File: config.mk
export PLATFORM = sky130hd
export DESIGN_NAME = temp_channel_postprocess_regs
export DESIGN_NICKNAME = d
export VERILOG_FILES = /design/src/verilog/temp_pkg.sv /design/src/verilog/temp_avg4.sv /design/src/verilog/temp_channel_postprocess_regs.sv
export SDC_FILE = /design/constraint.sdc
export NUM_CORES = 2
export LEC_CHECK = 0
export ABC_AREA = 1
export BUFFER_PORTS_ARGS = -buffer_cell sky130_fd_sc_hd__buf_2
export CAP_MARGIN = 20
export CORE_MARGIN = 8
export CORE_UTILIZATION = 55
export CTS_BUF_LIST = sky130_fd_sc_hd__clkbuf_8
export DETAILED_ROUTE_END_ITERATION = 16
export PLACE_DENSITY = 0.8
export SLEW_MARGIN = 20
export SYNTH_ARGS = -nofsm -noshare
export SYNTH_HDL_FRONTEND = slang
export SYNTH_SLANG_ARGS = --single-unit
File: constraint.sdc
create_clock -name aclk -period 11.5 [get_ports aclk]
set_clock_uncertainty 0.1 [all_clocks]
set_input_delay 1.15 -clock aclk [delete_from_list [all_inputs] [get_ports aclk]]
set_output_delay 1.15 -clock aclk [all_outputs]
set_load 0.1 [all_outputs]
File: src/verilog/temp_pkg.sv
// ****************************************
// Register indices, byte address is four times index
// ****************************************
package temp_pkg;
  localparam logic [6:0] IDX_RESULT_LAST = 7'h07;
  localparam logic [6:0] IDX_PEAK_HI     = 7'h10;
  localparam logic [6:0] IDX_PEAK_LO     = 7'h11;
  localparam logic [6:0] IDX_PEAK_SEL    = 7'h12;
  localparam logic [6:0] IDX_CONFIG      = 7'h13;
  localparam logic [6:0] IDX_IDEAL_VAL   = 7'h14;
  localparam logic [6:0] IDX_IDEAL_SEL   = 7'h15;
  localparam logic [6:0] IDX_OFFSET      = 7'h16;
  localparam logic [6:0] IDX_OFFSET_EN   = 7'h17;
  localparam logic [6:0] IDX_AVG_EN      = 7'h18;
  localparam logic [6:0] IDX_GAIN_COMP   = 7'h19;
  localparam logic [6:0] IDX_GAIN_BASE   = 7'h1a;
  localparam logic [6:0] IDX_GAIN_LAST   = 7'h1c;
  localparam logic [6:0] IDX_REF_BASE    = 7'h40;
  localparam logic [6:0] IDX_REF_LAST    = 7'h47;
  localparam logic [6:0] IDX_STATUS      = 7'h60;
  localparam logic [6:0] IDX_MASK        = 7'h61;

  // ****************************************
  // Values after reset and field masks
  // ****************************************
  localparam logic [7:0]  PEAK_SEL_RST  = 8'h0f;
  localparam logic [7:0]  CONFIG_RST    = 8'h10;
  localparam logic [7:0]  IDEAL_VAL_RST = 8'h18;
  localparam logic [7:0]  IDEAL_SEL_RST = 8'h00;
  localparam logic [7:0]  OFFSET_RST    = 8'h77;
  localparam logic [7:0]  CHAN_EN_RST   = 8'h00;
  localparam logic [15:0] TEMP_RST      = 16'h0000;
  localparam logic [7:0]  GAIN_RST      = 8'h00;
  localparam logic [7:0]  REMOTE_MASK   = 8'h0e;
  localparam logic [7:0]  PEAK_SEL_MASK = 8'h0f;
  localparam logic [3:0]  GAIN_FAULT    = 4'hf;
  localparam int          OFFSET_SHIFT  = 5;
  localparam logic [1:0]  RESP_OKAY     = 2'h0;
  localparam logic [1:0]  RESP_SLVERR   = 2'h2;
endpackage : temp_pkg
File: src/verilog/temp_avg4.sv
`timescale 1ns/100ps
// ****************************************
// Running mean of the last four samples
// ****************************************
module temp_avg4 (
  input  wire logic        aclk,
  input  wire logic        aresetn,
  input  wire logic        enable,
  input  wire logic        in_valid,
  input  wire logic [15:0] in_sample,
  output logic             out_valid,
  output logic      [15:0] out_mean
);
  logic        primed;
  logic [15:0] h0;
  logic [15:0] h1;
  logic [15:0] h2;
  logic [17:0] sum;

  // Signed sum of new sample and three older ones
  assign sum = {{2{in_sample[15]}}, in_sample} + {{2{h0[15]}}, h0}
             + {{2{h1[15]}}, h1} + {{2{h2[15]}}, h2};

  // History fills with the first sample so older samples never enter the mean
  always_ff @(posedge aclk) begin
    if (!aresetn) begin
      primed    <= 1'b0;
      h0        <= temp_pkg::TEMP_RST;
      h1        <= temp_pkg::TEMP_RST;
      h2        <= temp_pkg::TEMP_RST;
      out_valid <= 1'b0;
      out_mean  <= temp_pkg::TEMP_RST;
    end else begin
      out_valid <= in_valid;
      if (!enable) begin
        primed <= 1'b0;
      end
      if (in_valid) begin
        if (enable && primed) begin
          h2       <= h1;
          h1       <= h0;
          h0       <= in_sample;
          out_mean <= sum[17:2]; // Floor of sum over four
        end else begin
          h2       <= in_sample;
          h1       <= in_sample;
          h0       <= in_sample;
          out_mean <= in_sample;
        end
        if (enable) begin
          primed <= 1'b1;
        end
      end
    end
  end
endmodule : temp_avg4

File: src/verilog/temp_channel_postprocess_regs.sv
// Local design decision: register access over AXI4-Lite.
`timescale 1ns/100ps
// Operation
// - Read-only gain code per remote, F is fault
// - Averaging bits 3..1 per remote, reset zero
// - Offset register 0.125 C steps, MSB 16 C
// - Applied offset is -14.875 C plus value/8
// - Offset register resets to 77h, zero net
// - Offset enable bits 3..1 add offset per remote
// - Highest temperature ignores the custom offset
// - Highest holds largest channel minus its reference
// - Channel select for highest resets to 0Fh
// - Results as high/low byte pairs 00h..07h
// - Ideality select per remote, resets nominal
// - Custom ideality register resets to 18h
// - Configuration register read-write, resets 10h
// - Reserved enable bits reset zero, no function
// - Averaging stores mean of last four results
// - Low gain fault: skip, flag, result 0000h
module temp_channel_postprocess_regs (
  input  wire logic        aclk,
  input  wire logic        aresetn,
  input  wire logic [11:0] s_axi_awaddr,
  input  wire logic        s_axi_awvalid,
  output logic             s_axi_awready,
  input  wire logic [31:0] s_axi_wdata,
  input  wire logic [3:0]  s_axi_wstrb,
  input  wire logic        s_axi_wvalid,
  output logic             s_axi_wready,
  output logic      [1:0]  s_axi_bresp,
  output logic             s_axi_bvalid,
  input  wire logic        s_axi_bready,
  input  wire logic [11:0] s_axi_araddr,
  input  wire logic        s_axi_arvalid,
  output logic             s_axi_arready,
  output logic      [31:0] s_axi_rdata,
  output logic      [1:0]  s_axi_rresp,
  output logic             s_axi_rvalid,
  input  wire logic        s_axi_rready,
  input  wire logic        conv_valid,
  input  wire logic [1:0]  conv_channel,
  input  wire logic [15:0] conv_temp,
  input  wire logic [3:0]  conv_gain,
  output logic      [7:0]  configuration,
  output logic      [7:0]  ideality_value,
  output logic      [7:0]  ideality_select,
  output logic      [7:0]  gain_comp_enable,
  output logic             irq
);
  logic        aw_held;
  logic        w_held;
  logic [6:0]  aw_idx;
  logic [7:0]  wbyte;
  logic        wlane;
  logic        do_write;
  logic        wr_hit;
  logic        fault;
  logic [15:0] offset_term;
  logic [15:0] result [4];
  logic [15:0] raw [4];
  logic [15:0] refs [4];
  logic [7:0]  gain [3];
  logic [7:0]  peak_sel;
  logic [7:0]  offset_value;
  logic [7:0]  offset_channel_enable;
  logic [7:0]  averaging_enable;
  logic [3:0]  status;
  logic [3:0]  mask;
  logic [15:0] peak;
  logic [15:0] next_peak;
  logic [3:0]  avg_valid;
  logic [15:0] avg_mean [4];
  logic [8:0]  rd_word;
  logic [8:0]  wr_word;

  // ****************************************
  // Register read mux, bit 8 flags a mapped index
  // ****************************************
  function automatic logic [8:0] reg_read(input logic [6:0] idx);
    logic [8:0] r;
    r = {1'b1, 8'h00};
    if (idx <= temp_pkg::IDX_RESULT_LAST) begin
      r[7:0] = idx[0] ? result[idx[2:1]][7:0] : result[idx[2:1]][15:8];
    end else if (idx >= temp_pkg::IDX_GAIN_BASE && idx <= temp_pkg::IDX_GAIN_LAST) begin
      r[7:0] = gain[2'(idx - temp_pkg::IDX_GAIN_BASE)];
    end else if (idx >= temp_pkg::IDX_REF_BASE && idx <= temp_pkg::IDX_REF_LAST) begin
      r[7:0] = idx[0] ? refs[idx[2:1]][7:0] : refs[idx[2:1]][15:8];
    end else begin
      case (idx)
        temp_pkg::IDX_PEAK_HI:   r[7:0] = peak[15:8];
        temp_pkg::IDX_PEAK_LO:   r[7:0] = peak[7:0];
        temp_pkg::IDX_PEAK_SEL:  r[7:0] = peak_sel;
        temp_pkg::IDX_CONFIG:    r[7:0] = configuration;
        temp_pkg::IDX_IDEAL_VAL: r[7:0] = ideality_value;
        temp_pkg::IDX_IDEAL_SEL: r[7:0] = ideality_select;
        temp_pkg::IDX_OFFSET:    r[7:0] = offset_value;
        temp_pkg::IDX_OFFSET_EN: r[7:0] = offset_channel_enable;
        temp_pkg::IDX_AVG_EN:    r[7:0] = averaging_enable;
        temp_pkg::IDX_GAIN_COMP: r[7:0] = gain_comp_enable;
        temp_pkg::IDX_STATUS:    r[7:0] = {4'h0, status};
        temp_pkg::IDX_MASK:      r[7:0] = {4'h0, mask};
        default:                 r = 9'h000;
      endcase
    end
    return r;
  endfunction : reg_read

  // ****************************************
  // Write channel: address and data taken in either order
  // ****************************************
  assign s_axi_awready = !aw_held;
  assign s_axi_wready  = !w_held;
  assign do_write      = aw_held && w_held && !s_axi_bvalid;
  assign wr_hit        = wr_word[8];

  // Decode of the held write index, reevaluated on register changes too
  always_comb begin
    wr_word = reg_read(aw_idx);
  end

  // Latch address and data until both are in
  always_ff @(posedge aclk) begin
    if (!aresetn) begin
      aw_held <= 1'b0;
      w_held  <= 1'b0;
      aw_idx  <= 7'h00;
      wbyte   <= 8'h00;
      wlane   <= 1'b0;
    end else begin
      if (s_axi_awvalid && !aw_held) begin
        aw_held <= 1'b1;
        aw_idx  <= s_axi_awaddr[8:2];
      end else if (do_write) begin
        aw_held <= 1'b0;
      end
      if (s_axi_wvalid && !w_held) begin
        w_held <= 1'b1;
        wbyte  <= s_axi_wdata[7:0];
        wlane  <= s_axi_wstrb[0];
      end else if (do_write) begin
        w_held <= 1'b0;
      end
    end
  end

  // Write response, error for unmapped index
  always_ff @(posedge aclk) begin
    if (!aresetn) begin
      s_axi_bvalid <= 1'b0;
      s_axi_bresp  <= temp_pkg::RESP_OKAY;
    end else if (do_write) begin
      s_axi_bvalid <= 1'b1;
      s_axi_bresp  <= wr_hit ? temp_pkg::RESP_OKAY : temp_pkg::RESP_SLVERR;
    end else if (s_axi_bready) begin
      s_axi_bvalid <= 1'b0;
    end
  end

  // ****************************************
  // Read channel, data from flip-flops
  // ****************************************
  assign s_axi_arready = !s_axi_rvalid;

  // Read word follows register contents, not only the address
  always_comb begin
    rd_word = reg_read(s_axi_araddr[8:2]);
  end

  // One read at a time, answer one cycle after address
  always_ff @(posedge aclk) begin
    if (!aresetn) begin
      s_axi_rvalid <= 1'b0;
      s_axi_rdata  <= 32'h0000_0000;
      s_axi_rresp  <= temp_pkg::RESP_OKAY;
    end else if (s_axi_arvalid && s_axi_arready) begin
      s_axi_rvalid <= 1'b1;
      s_axi_rdata  <= {24'h000000, rd_word[7:0]};
      s_axi_rresp  <= rd_word[8] ? temp_pkg::RESP_OKAY : temp_pkg::RESP_SLVERR;
    end else if (s_axi_rready) begin
      s_axi_rvalid <= 1'b0;
    end
  end

  // ****************************************
  // Software registers
  // ****************************************
  always_ff @(posedge aclk) begin
    if (!aresetn) begin
      peak_sel              <= temp_pkg::PEAK_SEL_RST;
      configuration         <= temp_pkg::CONFIG_RST;
      ideality_value        <= temp_pkg::IDEAL_VAL_RST;
      ideality_select       <= temp_pkg::IDEAL_SEL_RST;
      offset_value          <= temp_pkg::OFFSET_RST;
      offset_channel_enable <= temp_pkg::CHAN_EN_RST;
      averaging_enable      <= temp_pkg::CHAN_EN_RST;
      gain_comp_enable      <= temp_pkg::CHAN_EN_RST;
      mask                  <= 4'h0;
      for (int i = 0; i < 4; i++) begin
        refs[i] <= temp_pkg::TEMP_RST;
      end
    end else if (do_write && wlane) begin
      if (aw_idx >= temp_pkg::IDX_REF_BASE && aw_idx <= temp_pkg::IDX_REF_LAST) begin
        if (aw_idx[0]) begin
          refs[aw_idx[2:1]][7:0] <= wbyte;
        end else begin
          refs[aw_idx[2:1]][15:8] <= wbyte;
        end
      end
      case (aw_idx)
        temp_pkg::IDX_PEAK_SEL:  peak_sel <= wbyte & temp_pkg::PEAK_SEL_MASK;
        temp_pkg::IDX_CONFIG:    configuration <= wbyte;
        temp_pkg::IDX_IDEAL_VAL: ideality_value <= wbyte;
        temp_pkg::IDX_IDEAL_SEL: ideality_select <= wbyte & temp_pkg::REMOTE_MASK;
        temp_pkg::IDX_OFFSET:    offset_value <= wbyte;
        temp_pkg::IDX_OFFSET_EN: offset_channel_enable <= wbyte & temp_pkg::REMOTE_MASK;
        temp_pkg::IDX_AVG_EN:    averaging_enable <= wbyte & temp_pkg::REMOTE_MASK;
        temp_pkg::IDX_GAIN_COMP: gain_comp_enable <= wbyte & temp_pkg::REMOTE_MASK;
        temp_pkg::IDX_MASK:      mask <= wbyte[3:0] & temp_pkg::REMOTE_MASK[3:0];
        default:                 ;
      endcase
    end
  end

  // ****************************************
  // Conversion path
  // ****************************************
  // Low gain under compensation skips the measurement
  assign fault = conv_valid && (conv_channel != 2'd0)
              && gain_comp_enable[conv_channel] && (conv_gain == temp_pkg::GAIN_FAULT);

  // Offset in result units of 1/256 C, zero at 77h
  assign offset_term = 16'(({8'h00, offset_value} - {8'h00, temp_pkg::OFFSET_RST})
                       << temp_pkg::OFFSET_SHIFT);

  // One averager per channel, local bit is reserved so never averages
  generate
    for (genvar g = 0; g < 4; g++) begin : g_avg
      temp_avg4 u_avg (
        .aclk      (aclk),
        .aresetn   (aresetn),
        .enable    (averaging_enable[g]),
        .in_valid  (conv_valid && (conv_channel == 2'(g)) && !fault),
        .in_sample (conv_temp),
        .out_valid (avg_valid[g]),
        .out_mean  (avg_mean[g])
      );
    end
  endgenerate

  // Results: raw copy for the peak, offset copy for software
  always_ff @(posedge aclk) begin
    if (!aresetn) begin
      for (int i = 0; i < 4; i++) begin
        result[i] <= temp_pkg::TEMP_RST;
        raw[i]    <= temp_pkg::TEMP_RST;
      end
    end else begin
      for (int i = 0; i < 4; i++) begin
        if (fault && (conv_channel == 2'(i))) begin
          result[i] <= 16'h0000;
          raw[i]    <= 16'h0000;
        end else if (avg_valid[i]) begin
          raw[i]    <= avg_mean[i];
          result[i] <= avg_mean[i] + (offset_channel_enable[i] ? offset_term : 16'h0000);
        end
      end
    end
  end

  // Gain code kept per remote, forced to fault code on low gain
  always_ff @(posedge aclk) begin
    if (!aresetn) begin
      for (int i = 0; i < 3; i++) begin
        gain[i] <= temp_pkg::GAIN_RST;
      end
    end else if (conv_valid && (conv_channel != 2'd0) && gain_comp_enable[conv_channel]) begin
      gain[2'(conv_channel - 2'd1)] <= {4'h0, fault ? temp_pkg::GAIN_FAULT : conv_gain};
    end
  end

  // ****************************************
  // Highest temperature relative to reference
  // ****************************************
  always_comb begin
    logic signed [16:0] diff;
    logic signed [16:0] best;
    logic               any;
    diff = 17'sh00000;
    best = 17'sh00000;
    any  = 1'b0;
    for (int i = 0; i < 4; i++) begin
      diff = $signed({raw[i][15], raw[i]}) - $signed({refs[i][15], refs[i]});
      if (peak_sel[i] && (!any || diff > best)) begin
        best = diff;
        any  = 1'b1;
      end
    end
    if (best[16] != best[15]) begin
      next_peak = {best[16], {15{~best[16]}}};
    end else begin
      next_peak = best[15:0];
    end
  end

  // Peak reloads every cycle from offset-free values
  always_ff @(posedge aclk) begin
    if (!aresetn) begin
      peak <= temp_pkg::TEMP_RST;
    end else begin
      peak <= next_peak;
    end
  end

  // ****************************************
  // Fault status and interrupt
  // ****************************************
  // Sticky fault bits, set wins over write-one clear
  always_ff @(posedge aclk) begin
    if (!aresetn) begin
      status <= 4'h0;
    end else begin
      status <= (status & ~((do_write && wlane && aw_idx == temp_pkg::IDX_STATUS) ? wbyte[3:0] : 4'h0))
              | (fault ? 4'(4'h1 << conv_channel) : 4'h0);
    end
  end

  assign irq = |(status & mask);

  // ****************************************
  // Checks
  // ****************************************
  logic peak_cause;
  assign peak_cause = (|avg_valid) || fault || (do_write && aw_idx != temp_pkg::IDX_OFFSET
                      && aw_idx != temp_pkg::IDX_OFFSET_EN);
endmodule : temp_channel_postprocess_regs

==> impl_metrics.json <==
{
  "outcome": "complete, no violations",
  "hold_viol_final": 0,
  "die_width_um": 258.3,
  "synth_ff_type": "dfxtp_1",
  "crit_required_ps": 11960,
  "start_util_pct": 55.15,
  "r2r_slack_ps": 2830,
  "fin_ws_ps": 2833,
  "num-fill-cells": 5306,
  "min_period_over_period_pct": 75.37,
  "synthToLayoutAreaGrowth_pct": 8.073,
  "grt_usage_pct": 28.47,
  "post-place-ws_ps": 2988,
  "placed_cell_area_um2": 33140,
  "arrival_ps": 9130,
  "synthesis.area_um2": 32300,
  "rows": 89,
  "period_minus_slack_ps": 8668,
  "grt_max_degree": 74,
  "ant_nets": 0,
  "vias": 29340,
  "grt_pass1_vias": 27160,
  "firstDrtPassIters": 6,
  "numCtsBuffers": 82,
  "via_per_inst": 5.752,
  "cts_resized": 0,
  "crit_type": "reg2reg",
  "cpMaxStageDelayCell": "clkinv_1",
  "report.final.slew_viol_count": 0,
  "post_cts_buffers": 0,
  "ys_types": 63,
  "numPortBuffers": 90,
  "fin_cells": 5100,
  "yosysMostFrequentCell": "nand2_1",
  "die-area_um2": 66740,
  "routedWlPerCell_um": 19.32,
  "placed_cells": 4944,
  "slew_headroom_pct": 28.02,
  "cts_sinks": 485,
  "grt_pass1_wl_um": 150500,
  "yosysTopAreaCell": "dfxtp_1",
  "synth.avg_cell_area_um2": 7.683,
  "multiInputGateArea_um2": 17570,
  "insertion_delay_ps": 690,
  "htreeDepth": 3,
  "drive_gt1_share_pct": 7.605,
  "antenna_found_initial": 1,
  "yosys_warnings": 0,
  "clk_pin_slew_worst_paths_ps": 70,
  "place_congestion": 1.008,
  "final_cell_area_um2": 34910,
  "p_leak_nw": 15.87,
  "drt_iter0_drc": 2771,
  "utilization_pct": 59.60,
  "total_power_mw": 5.709,
  "synthTopCellsByArea": "dfxtp_1, edfxtp_1, ha_1, nand2_1, inv_1",
  "fp.coreArea_um2": 58570,
  "pin_count": 164,
  "synth_edf_count": 177,
  "cp_max_fo": 23,
  "critical-path-max-stage-delay_ps": 730,
  "fmax_mhz": 115.4,
  "cp_common_cell": "nand2_1",
  "ir_drop_v": 0.0004298,
  "synth_async_sr_flop_share_pct": 0,
  "min_path_type": "reg2reg",
  "synth-seq-cells": 485,
  "cts_max_path_buffers": 3,
  "regArea_um2": 11480,
  "maxCapViolations": 0,
  "ys_seq_area_share_pct": 35.54,
  "startpoint_type": "register",
  "rsz0062_at_grt": "false",
  "die_h_um": 258.3,
  "synth_top_cells_by_count": "nand2_1, inv_1, nor2_1",
  "synth_top_area_share_pct": 19.09,
  "hpwlAfterDp_um": 75350,
  "cts_tree": "yes",
  "cts_root_buf": "clkbuf_8",
  "drc": 0,
  "setup_viol": 0,
  "tightestPinTransition_ps": 1077,
  "setup_tns_ps": 0,
  "final_nets": 4650,
  "hold_buffers": 0,
  "synthCells": 4204,
  "overflow": 0,
  "holdWs_ps": 351.6,
  "endpoint_kind": "register",
  "finalWirelength_um": 98530,
  "power.density_nw_per_um2": 163.5
}
sequential cells by signal, indices dropped and copies added (netlist names), 16 cells and up:
signal and flops:
result 49, g_avg.u_avg.h0 48, g_avg.u_avg.h2 48, gain 16
raw 48, g_avg.u_avg.h1 64, peak 16, g_avg.u_avg.out_mean 48
refs 64
worst paths after layout:
check                     from        end  cells past startpoint
setup reg to reg  result[0][0]    peak[5]                     52
setup / recovery  result[0][0]    peak[5]                     52
hold / removal       status[0]  status[0]                      2
hold reg to reg      status[0]  status[0]                      2
logic make-up after synthesis:
kind of cell	share of synthesized area, %
compound gates	18.54
xor+xnor	2.816
fa+ha+maj	13.15
buf+inv	10.54
flops	35.54
other cells	0.01161
simple gates	19.40
report_power, final:
part	internal, mW	switching, mW	total (mW)
combinational	0.667	1.47	2.14
sequential	1.88	0.0581	1.94
clock	0.881	0.754	1.64
layout make-up:
cell class,count,area share (%)
Antenna cell,1,0.007168
Clock buffer,99,3.903
Multi-Input combinational cell,2905,50.33
Sequential cell,485,32.89
Clock inverter,54,1.075
Inverter,672,7.240
Timing Repair Buffer,111,1.785
Tap cell,773,2.771
worst max-delay path, delay by kind of cell, from the launching register on:
family,cells,cell delay [ps]
AND/OR/NAND/NOR,35,4680
buffers and inverters,6,1110
adder cells (fa/ha/maj),5,1440
AO/OA/AOI/OAI,6,880
flip-flops,1,320
cell usage in the layout, fill, tap and decap left out, types with 21 or more instances in the layout:
| cell type | Yosys | final |
|---|---|---|
| inv_1 | 656 | 682 |
| edfxtp_1 | 177 | 177 |
| xnor2_1 | 31 | 31 |
| a21oi_1 | 359 | 359 |
| a221oi_1 | 115 | 115 |
| dfxtp_1 | 308 | 308 |
| nor2_1 | 436 | 436 |
| a31oi_1 | 36 | 36 |
| buf_4 | 39 | 21 |
| o21ai_0 | 262 | 262 |
| a211oi_1 | 65 | 65 |
| nand4_1 | 27 | 27 |
| nand2_1 | 685 | 682 |
| buf_2 | 15 | 89 |
| ha_1 | 242 | 242 |
| clkbuf_8 | 0 | 99 |
| fa_1 | 61 | 61 |
| conb_1 | 1 | 40 |
| xor2_1 | 71 | 71 |
| o211ai_1 | 21 | 21 |
| nor3_1 | 44 | 44 |
| nand3_1 | 185 | 185 |
per-layer routing:
metal  vias up  track usage, %  part of all wire (%)
met1     13460           36.82                    40
met3       298           4.406                   9.2
met4         0           15.62                   6.1
met5         -               0                     0
li1      14170               -                     -
met2      1406           45.57                    45
Power figures use the tool's default switching activity.
